### src/trap_pkg.sv
// How it works
// - Trace after return_and_suppress_trace waits one instruction
// - Trace after return_from_interrupt taken immediately
// - Trace trap serviced before pending device interrupt
// - Only implicit status loads change trace_flag
// - Console status access cannot change trace_flag
// - Stack pointer bus error gives fatal trap
// - Bus error in trap service rebuilds stack low
// - Higher interrupt preempts routine's first instruction
// - Power fail deferred until bus reset completes
package trap_pkg;

  // ----------------------------------------------------------------
  // Constants
  // ----------------------------------------------------------------
  localparam int        NUM_IRQ        = 4;       // Request lines
  localparam logic [2:0] IRQ_LEVEL_BASE = 3'h4;   // Level of line 0
  localparam logic [2:0] RESET_PRIO     = 3'h0;   // Priority after reset
  localparam logic      RESET_TRACE    = 1'b0;    // Trace flag after reset
  localparam logic [15:0] STACK_PC_ADDR = 16'h0000; // Fresh stack, PC slot
  localparam logic [15:0] STACK_PS_ADDR = 16'h0002; // Fresh stack, PS slot
  localparam int        SYNC_STAGES    = 2;       // Pin synchroniser depth

  // ----------------------------------------------------------------
  // Types
  // ----------------------------------------------------------------
  // Status bits this block owns
  typedef struct packed {
    logic [2:0] prio;   // Processor priority
    logic       trace;  // Trace flag
  } psw_t;

  // Instruction completion report
  typedef struct packed {
    logic done;    // Instruction finished this cycle
    logic isRti;   // It was return_from_interrupt
    logic isRtt;   // It was return_and_suppress_trace
    psw_t loaded;  // Status popped by a return
  } instr_t;

  // Explicit status write
  typedef struct packed {
    logic valid;    // Write strobe
    logic console;  // Access from console mode
    psw_t data;     // Written value
  } pswWrite_t;

  // Service kinds, one-hot
  typedef enum logic [4:0] {
    KIND_NONE  = 5'b00001,
    KIND_FATAL = 5'b00010,
    KIND_TRACE = 5'b00100,
    KIND_PWRF  = 5'b01000,
    KIND_INTR  = 5'b10000
  } kind_t;

  // Service request to the sequencer
  typedef struct packed {
    kind_t      kind;      // What to enter
    logic [1:0] irqIdx;    // Granted request line
    logic       newStack;  // Rebuild stack at low memory
  } svc_t;

  // Sequencer states, one-hot
  typedef enum logic [2:0] {
    ST_RUN     = 3'b001,
    ST_DECIDE  = 3'b010,
    ST_SERVICE = 3'b100
  } state_t;

  // Whole state of the sequencer
  typedef struct packed {
    state_t state;    // Control state
    psw_t   psw;      // Priority and trace flag
    svc_t   svc;      // Current request
    logic   pfTaken;  // Power fail already serviced
  } seqState_t;

endpackage : trap_pkg

### src/input_sync.sv
`timescale 1ns/10ps
// ------------------------------------------------------------------
// Two-stage synchroniser for asynchronous pins
// ------------------------------------------------------------------
module input_sync
  import trap_pkg::*;
#(
  parameter int W = 1
) (
  input  wire logic         clk,
  input  wire logic         rst_n,
  input  wire logic         ce,
  input  wire logic [W-1:0] d,
  output logic      [W-1:0] q
);

  // All stages in one word
  typedef struct packed {
    logic [W-1:0] stage2;  // Read by logic
    logic [W-1:0] stage1;  // Read only by stage2
  } syncState_t;

  syncState_t cur;   // Registered state
  syncState_t next_cur;  // Next state

  // Shift chain
  always_comb begin
    next_cur        = cur;
    next_cur.stage1 = d;
    next_cur.stage2 = cur.stage1;
  end

  // Register, frozen while ce low
  always_ff @(posedge clk or negedge rst_n) begin
    if (!rst_n) begin
      cur <= '0;
    end else if (ce) begin
      cur <= next_cur;
    end
  end

  assign q = cur.stage2;

endmodule : input_sync

### src/trace_trap_sequencer.sv
`timescale 1ns/10ps
// ------------------------------------------------------------------
// Trap and interrupt sequencing
// ------------------------------------------------------------------
module trace_trap_sequencer
  import trap_pkg::*;
(
  input  wire logic               clk,
  input  wire logic               rst_n,
  input  wire logic               ce,
  input  wire instr_t             instr,
  input  wire pswWrite_t          pswWrite,
  input  wire logic               stackErr,
  input  wire logic               busErr,
  input  wire logic               resetActive,
  input  wire logic               svcAck,
  input  wire psw_t               entryPsw,
  input  wire logic [NUM_IRQ-1:0] irqPin,
  input  wire logic               powerFailPin,
  output logic                    runOk,
  output svc_t                    svc,
  output logic                    traceFlag,
  output logic [2:0]              prio,
  output logic [15:0]             stackPcAddr,
  output logic [15:0]             stackPsAddr
);

  // ----------------------------------------------------------------
  // Synchronised pins
  // ----------------------------------------------------------------
  logic [NUM_IRQ-1:0] irqSync;  // Request levels
  logic               pfSync;   // Power fail level

  input_sync #(.W(NUM_IRQ + 1)) u_sync (
    .clk   (clk),
    .rst_n (rst_n),
    .ce    (ce),
    .d     ({powerFailPin, irqPin}),
    .q     ({pfSync, irqSync})
  );

  seqState_t cur;       // Registered state
  seqState_t next_cur;  // Next state

  // ----------------------------------------------------------------
  // Highest request line above a priority
  // ----------------------------------------------------------------
  function automatic logic [2:0] irqAbove(input logic [NUM_IRQ-1:0] req,
                                           input logic [2:0] level);
    logic [2:0] hit;
    hit = 3'h0;
    for (int i = 0; i < NUM_IRQ; i++) begin
      if (req[i] && (IRQ_LEVEL_BASE + 3'(i) > level)) begin
        hit = {1'b1, 2'(i)};
      end
    end
    return hit;
  endfunction : irqAbove

  // ----------------------------------------------------------------
  // Choose the next service at a boundary
  // ----------------------------------------------------------------
  function automatic svc_t pick(input logic pf, input logic [2:0] hit);
    svc_t s;
    s          = '{kind: KIND_NONE, irqIdx: 2'h0, newStack: 1'b0};
    if (pf) begin
      s.kind = KIND_PWRF;
    end else if (hit[2]) begin
      s.kind   = KIND_INTR;
      s.irqIdx = hit[1:0];
    end
    return s;
  endfunction : pick

  logic       pfReady;   // Power fail may be recognised
  logic [2:0] hitNow;    // Interrupt above current priority
  logic       traceNow;  // Trace trap due at this boundary

  assign pfReady = pfSync && !cur.pfTaken && !resetActive;
  assign hitNow  = irqAbove(irqSync, cur.psw.prio);

  // ----------------------------------------------------------------
  // Next-state logic
  // ----------------------------------------------------------------
  always_comb begin
    next_cur = cur;
    traceNow = 1'b0;
    // Power fail dropped: allow a later one
    if (!pfSync) begin
      next_cur.pfTaken = 1'b0;
    end
    case (cur.state)
      ST_RUN: begin
        // Explicit or console write keeps trace flag
        if (pswWrite.valid) begin
          next_cur.psw.prio = pswWrite.data.prio;
        end
        if (stackErr) begin
          // Stack reference fault, no halt
          next_cur.svc   = '{kind: KIND_FATAL, irqIdx: 2'h0,
                             newStack: 1'b0};
          next_cur.state = ST_SERVICE;
        end else if (instr.done) begin
          if (instr.isRti) begin
            traceNow      = instr.loaded.trace;
            next_cur.psw  = instr.loaded;
          end else if (instr.isRtt) begin
            traceNow      = 1'b0;
            next_cur.psw  = instr.loaded;
          end else begin
            traceNow      = cur.psw.trace;
          end
          if (traceNow) begin
            // Trace ahead of any interrupt
            next_cur.svc   = '{kind: KIND_TRACE, irqIdx: 2'h0,
                               newStack: 1'b0};
            next_cur.state = ST_SERVICE;
          end else begin
            next_cur.svc = pick(pfReady,
                                irqAbove(irqSync, next_cur.psw.prio));
            if (next_cur.svc.kind != KIND_NONE) begin
              next_cur.state = ST_SERVICE;
            end
          end
        end
      end
      ST_SERVICE: begin
        if (busErr) begin
          // Error during entry: fresh stack low
          next_cur.svc.kind     = KIND_FATAL;
          next_cur.svc.newStack = 1'b1;
        end else if (svcAck) begin
          next_cur.psw   = entryPsw;
          if (cur.svc.kind == KIND_PWRF) begin
            next_cur.pfTaken = 1'b1;
          end
          next_cur.svc   = '{kind: KIND_NONE, irqIdx: 2'h0,
                             newStack: 1'b0};
          next_cur.state = ST_DECIDE;
        end
      end
      ST_DECIDE: begin
        // Check again before routine's first instruction
        next_cur.svc = pick(pfReady, hitNow);
        if (next_cur.svc.kind != KIND_NONE) begin
          next_cur.state = ST_SERVICE;
        end else begin
          next_cur.state = ST_RUN;
        end
      end
      default: begin
        next_cur.state = ST_RUN;
      end
    endcase
  end

  // ----------------------------------------------------------------
  // State register, frozen while ce low
  // ----------------------------------------------------------------
  always_ff @(posedge clk or negedge rst_n) begin
    if (!rst_n) begin
      cur.state   <= ST_RUN;
      cur.psw     <= '{prio: RESET_PRIO, trace: RESET_TRACE};
      cur.svc     <= '{kind: KIND_NONE, irqIdx: 2'h0, newStack: 1'b0};
      cur.pfTaken <= 1'b0;
    end else if (ce) begin
      cur <= next_cur;
    end
  end

  // ----------------------------------------------------------------
  // Outputs
  // ----------------------------------------------------------------
  assign runOk       = (cur.state == ST_RUN);
  assign svc         = cur.svc;
  assign traceFlag   = cur.psw.trace;
  assign prio        = cur.psw.prio;
  assign stackPcAddr = STACK_PC_ADDR;
  assign stackPsAddr = STACK_PS_ADDR;

  // ----------------------------------------------------------------
  // Assertions
  // ----------------------------------------------------------------
  property p_rtt_defer;
    @(posedge clk) disable iff (!rst_n)
      ce && runOk && !stackErr && instr.done && instr.isRtt
      |=> svc.kind != KIND_TRACE;
  endproperty
  a_rtt_defer: assert property (p_rtt_defer)
    else $error("trace taken right after suppressing return");

  property p_trace_next;
    @(posedge clk) disable iff (!rst_n)
      ce && runOk && !stackErr && instr.done && !instr.isRti &&
      !instr.isRtt && traceFlag
      |=> svc.kind == KIND_TRACE && !runOk;
  endproperty
  a_trace_next: assert property (p_trace_next)
    else $error("trace not taken after traced instruction");

  property p_rti_trace;
    @(posedge clk) disable iff (!rst_n)
      ce && runOk && !stackErr && instr.done && instr.isRti &&
      instr.loaded.trace
      |=> svc.kind == KIND_TRACE;
  endproperty
  a_rti_trace: assert property (p_rti_trace)
    else $error("trace not immediate after interrupt return");

  property p_trace_first;
    @(posedge clk) disable iff (!rst_n)
      ce && runOk && !stackErr && instr.done && !instr.isRtt &&
      !instr.isRti && traceFlag && (|irqSync)
      |=> svc.kind != KIND_INTR;
  endproperty
  a_trace_first: assert property (p_trace_first)
    else $error("interrupt ahead of trace trap");

  property p_write_keeps;
    @(posedge clk) disable iff (!rst_n)
      ce && runOk && pswWrite.valid && !pswWrite.console &&
      !instr.done
      |=> traceFlag == $past(traceFlag);
  endproperty
  a_write_keeps: assert property (p_write_keeps)
    else $error("explicit write changed trace flag");

  property p_console_keeps;
    @(posedge clk) disable iff (!rst_n)
      ce && runOk && pswWrite.valid && pswWrite.console &&
      !instr.done
      |=> $stable(traceFlag);
  endproperty
  a_console_keeps: assert property (p_console_keeps)
    else $error("console changed trace flag");

  property p_stack_fatal;
    @(posedge clk) disable iff (!rst_n)
      ce && runOk && stackErr
      |=> svc.kind == KIND_FATAL && !runOk;
  endproperty
  a_stack_fatal: assert property (p_stack_fatal)
    else $error("stack fault not fatal trap");

  property p_new_stack;
    @(posedge clk) disable iff (!rst_n)
      ce && cur.state == ST_SERVICE && busErr
      |=> svc.newStack && svc.kind == KIND_FATAL &&
          stackPcAddr == 16'h0000;
  endproperty
  a_new_stack: assert property (p_new_stack)
    else $error("no fresh stack after bus error in service");

  property p_preempt;
    @(posedge clk) disable iff (!rst_n)
      ce && cur.state == ST_DECIDE && hitNow[2] && !pfReady
      |=> svc.kind == KIND_INTR && !runOk;
  endproperty
  a_preempt: assert property (p_preempt)
    else $error("first routine instruction ran before higher request");

  property p_pf_defer;
    @(posedge clk) disable iff (!rst_n)
      ce && resetActive && cur.state != ST_SERVICE
      |=> svc.kind != KIND_PWRF;
  endproperty
  a_pf_defer: assert property (p_pf_defer)
    else $error("power fail recognised during bus reset");

endmodule : trace_trap_sequencer

### config.mk
export PLATFORM = sky130hd
export DESIGN_NAME = trace_trap_sequencer
export DESIGN_NICKNAME = d
export VERILOG_FILES = /design/src/trap_pkg.sv /design/src/input_sync.sv /design/src/trace_trap_sequencer.sv
export SDC_FILE = /design/constraint.sdc
export NUM_CORES = 1
export LEC_CHECK = 0
export ABC_CLOCK_PERIOD_IN_PS = 2200
export BUFFER_PORTS_ARGS = -buffer_cell sky130_fd_sc_hd__buf_2
export CAP_MARGIN = 15
export CORE_MARGIN = 2
export CORE_UTILIZATION = 49
export DETAILED_ROUTE_END_ITERATION = 12
export PLACE_DENSITY = 0.79
export SLEW_MARGIN = 20
export SYNTH_ARGS = -nofsm -noshare
export SYNTH_HDL_FRONTEND = slang
export SYNTH_SLANG_ARGS = --single-unit
### constraint.sdc
create_clock -name clk -period 2.2 [get_ports clk]
set_input_delay 0.44 -clock clk [delete_from_list [all_inputs] [get_ports clk]]
set_output_delay 0.44 -clock clk [all_outputs]
set_load 0.01 [all_outputs]
After elaboration in Yosys (flattened, before gate mapping)
Cells that the tools add are included.
W data, S select, Z words.
{ "word_totals": {"register_bits": 26, "in_bits": 29, "output_inout_bits": 45, "word_cells": 104} }
{ "op_classes": {"magnitude_cmp": 8, "n_eq_ne": 14, "n_mux": 54, "n_reduce_logical": 19} }
{ "ops": {"columns": ["cell", "n"], "rows": [
  ["$mux W3", 17],
  ["$mux W5", 8],
  ["$gt A3 B3 Y1 const A", 8],
  ["$mux W4", 6],
  ["$pmux W8 S3", 1],
  ["$mux W7", 3],
  ["$mux W16", 1],
  ["$mux W8", 2],
  ["$mux W15", 1],
  ["$logic_and A1 B1 Y1", 10],
  ["$mux W1", 10],
  ["$ne A5 B1 Y1 const B", 2],
  ["$reduce_and A5 Y1", 2],
  ["$ne A3 B3 Y1 const B", 3],
  ["$pmux W3 S3", 1],
  ["$ne A2 B2 Y1 const B", 4],
  ["$pmux W4 S2", 1],
  ["$reduce_and A4 Y1", 2],
  ["$reduce_and A7 Y1", 1],
  ["$mux W2", 3],
  ["$eq A5 B4 Y1 const B", 1],
  ["$ne A4 B2 Y1 const B", 1],
  ["$eq A3 B1 Y1 const B", 1],
  ["$eq A3 B2 Y1 const B", 1],
  ["4 further kinds", 5]
]} }

Longest topological paths before layout
{ "logic_depth": {"word_depth": 28, "depth_mapped": 6, "ltp_nobuf": 5} }

Cells and area by module
From an unflattened synthesis, not the netlist that was laid out.
{ "unflattened": {"hier_cells": 210, "area_unflattened_um2": 2021.9} }
{ "by_module_without_submodules": {"columns": ["mod", "n_inst", "cells_per_inst", "area_per_inst_um2", "seq_area_each_um2"], "rows": [
  ["trace_trap_sequencer", 1, 184, 1572.8, 402.9],
  ["input_sync", 1, 26, 449.2, 250.2]
]} }

Worst setup path after synthesis
No wires, ideal clock.
{ "synth_timing": {"path_kind": "reg2reg", "start": "register cur[13] (netlist bit)", "end": "register svc[3] (netlist name)", "setup_ps": 82, "arrival_time_ps": 1722, "t_required_ps": 2118, "setup_slack_ps": 396, "path_stages_with_launch": 7, "n_path_buf": 1, "synth_period_minus_slack_ps": 1804, "cell_sequence": "dfstp_2 > buf_6 > or3b_4 > o22ai_4 > o311a_4 > nand2_1 > o31a_1"} }
{ "synth_between": {"elab_chain_cells": 3, "elab_cells_between_ends": 8, "cone_classes": "eq/ne: 5; mux: 1; reduce/logical: 2"} }
{ "synth_rtl": {"columns": ["element", "line", "text"], "rows": [
  ["from (decl)", "trace_trap_sequencer.sv:42", "seqState_t cur;"],
  ["from (signal assigned)", "trace_trap_sequencer.sv:167", "cur <= next_cur;"],
  ["$eq A3 B3 Y1, or another cell as far along", "trace_trap_sequencer.sv:92", "case (cur.state)"],
  ["$ne A3 B3 Y1 (no line) / $reduce_bool A3 Y1 (equally long branches)", null, null],
  ["$reduce_and A4 Y1 (no line)", null, null]
]} }
Several ways; a longest one is shown, not always the timed one.
A chain may end at the register's enable or synchronous reset.

Final worst setup path
{ "layout_timing": {"start": "register cur[13] (netlist bit)", "end": "output port runOk"} }
{ "layout_between": {"elab_chain_cells": 1} }
{ "layout_rtl": {"columns": ["element", "line", "text"], "rows": [
  ["$eq A3 B1 Y1", "trace_trap_sequencer.sv:174", "assign runOk = (cur.state == ST_RUN);"],
  ["to (decl)", "trace_trap_sequencer.sv:20", "output logic runOk,"]
]} }
Every way passes these cells.

==> reports/qor.csv <==
metric;value;unit
Async SR Flop Fraction;100;%
placed insts;285;
layout net count;271;
Worst EP arrival;1.60;ns
setup tns final;0;ns
post-route cell area;2060;µm²
Synth Flop Type;dfrtp_1;
GR Util met3;3.50;%
Int Pwr;0.00118;W
Mapped Avg Cell Area;9.29;µm²
ranking of synthesized cells by area;dfrtp_1, buf_4, mux2_2;
final setup fails;0;
CTS hold repair buffers;0;
max-cap violations;0;
Syn Inst Count;211;
share of cells above drive strength 1;29.9;%
vias in the first global route;1426;
largest net degree at the start of global routing;27;
WP data required;1.76;ns
Worst-Margin Slew;0.584;ns
Num CTS Buffers;3;
Seq/Total Area, Yosys;33.3;%
Commonest cells post-synth;buf_4, dfrtp_1, nand2_1, o21ai_0;
pwr/cell area;960;nW/µm²
First-pass DRT Iterations;4;
TritonCTS clock tree;done;
met1 GRT Util;26.2;%
Post-DRT Antenna Nets;0;
Post-Syn Area;1960;µm²
antenna violations before repair;0;
Syn-to-layout area delta;5.11;%
top cell type's share of synthesized area;30.6;%
Core Box Area;3740;µm²
global-route wire length before repair;6.55;mm
number of synthesized flops with an enable pin;0;
crit start category;flip-flop;
Skew-Pair Late Insertion Delay;0.27;ns
Die W;67.3;µm
register-to-register setup slack;0.23;ns
H-tree Lvls;1;
Port Buf Inserts;39;
VDD IR max;0.475;mV
Post-Route WL;4.14;mm
Sw Share;40.4;%
met2 GRT Util;30.8;%
Final Max Slew Viols;0;
Psw;0.000798;W
worst r2r src;cur[13]$_DFFE_PN1P_;
Placed Area;2020;µm²
# diodes;0;
GPL Wtd Cong;0.860;
Die Y-Extent;67.3;µm
clk root buf;clkbuf_8;
via count;1575;
relative slew slack;61.1;%
CP endpoint;runOk;
Reg2Reg Capture Point;cur[13]$_DFFE_PN1P_;
post-detail-place hpwl;3.27;mm
DRC errors left;0;
Filler cells;384;
synth warn;0;
gr ovfl total;0;
flops & latches, synth;26;
Cell Rows;22;
IO Count;74;
Post-CTS Setup Inserts;0;
dominant cell by count in the synthesized netlist;buf_4;
Worst Setup SP;cur[13]$_DFFE_PN1P_;
Cell variety after synth;49;
post-synth top area cell;dfrtp_1;
drt initial violations;95;
CP endpoint kind;output pin;
Worst Path Max Fanout;9;
RSZ-0062 raised after global routing;false;
worst hold path type;input pin to asynchronous set/reset pin;
gr busiest metal;met2;
Comb power frac;46.3;%
clk buf depth;2;
skew final;0.00489;ns
Final period util;92.6;%
Flop pwr share;39.5;%
die area;4520;µm²
gr usage total;19.1;%
critical path class;flip-flop to output pin;
leakage;0.937;nW
Fin. Hold Viols;0;
clock sinks;26;
Clock Power Share;14.2;%
FMAX;491;MHz
initial core utilization;52.4;%
post_cts resized;0;
status;finished clean;
worst reg-to-reg path cell count;5;
DR vias/cell;5.45;
min cycle time layout;2.04;ns
fin cells;289;
DR WL/cell;14.3;µm
clk slew on worst S/H paths;0.08;ns
-- layout make-up --
type                    instances  area (µm²)  share of cell area (%)
clock buffers                   4        45.0                    2.19
inverters                       6        22.5                    1.09
multi-input cells             161        1050                    50.8
flip-flops and latches         26         653                    31.7
well taps                      48        60.1                    2.91
repair buffers                 44         233                    11.3
-- worst min path at each step --
stage	from	to	slack, ns	depth (start not counted)
3_5_place_dp	u_sync.cur[2]$_DFFE_PN0P_	u_sync.q[2]$_DFFE_PN0P_	0.47	2
3_3_place_gp	u_sync.cur[0]$_DFFE_PN0P_	u_sync.q[0]$_DFFE_PN0P_	0.46	2
5_1_grt	rst_n	u_sync.q[0]$_DFFE_PN0P_	0.21	1
2_1_floorplan	rst_n	cur[0]$_DFFE_PN0P_	0.14	0
6_report	rst_n	prio[0]$_DFFE_PN0P_	0.16	1
4_1_cts	rst_n	prio[2]$_DFFE_PN0P_	0.17	1
-- cell families (layout without fill, tap and decap cells) --
family,count (synthesis),count (layout),synth area share (%)
AOI/OAI and AO/OA,59,59,22.9
buffers and inverters,54,54,19.0
and+or+nand+nor,52,52,14.3
DFF,26,26,33.3
muxes,16,16,9.13
other,2,32,0.383
adders and majority gates,1,1,0.511
xor gates and xnor gates,1,1,0.447
-- layout by cell type (no fill, tap or decap), types with 4 or more instances in the layout --
cell type  synthesis  final
a211oi_1           6      6
a21oi_1            7      7
a31oi_1            4      4
buf_2              1     39
buf_4             43      5
conb_1             2     32
dfrtp_1           24     24
inv_1              6      6
mux2_2            11     11
mux2i_1            4      4
nand2_1           18     18
nor2_1            11     11
nor3b_1            4      4
o21a_1             5      5
o21ai_0           18     18
o31ai_1            4      4
-- sequential cells by signal (all words and copies together), names as in the netlist --
name	cells
svc	8
u_sync.cur	5
u_sync.q	5
cur	4
prio	3
traceFlag	1
-- critical path, stage by stage, from the launching register on --
cell and delay [ns]:
dfstp_2 0.64, or3b_4 0.45, inv_1 0.10, buf_2 0.13
-- per-stage QoR --
stage / utilization, % / hold WS, ns / power (W) / setup slack (ns)
CTS: 55.0 / 0.173 / 0.00198 / 0.168
global placement: 53.8 / 0.460 / 0.00167 / 0.200
finish: 55.0 / 0.157 / 0.00198 / 0.162
global route: 55.0 / 0.207 / 0.00212 / 0.104
floorplan: - / 0.144 / 0.00155 / 0.396
detailed placement: 53.8 / 0.474 / 0.00170 / 0.145
-- per-layer routing --
layer / share of wire (%) / wire length [µm]
met1: 44 / 1830
met4: 0.77 / 32
met5: 0 / 0
met2: 46 / 1890
met3: 9.3 / 384
-- power groups by stage --
stage,logic (W),clock network [W],registers [W]
after floorplan,0.000822,0,0.000732
after global placement,0.000888,0,0.000782
after detailed placement,0.000911,0,0.000787
after CTS,0.000917,0.000285,0.000778
after global routing,0.00102,0.000307,0.000801
final,0.000916,0.000280,0.000781
Power figures use the tool's default switching activity.
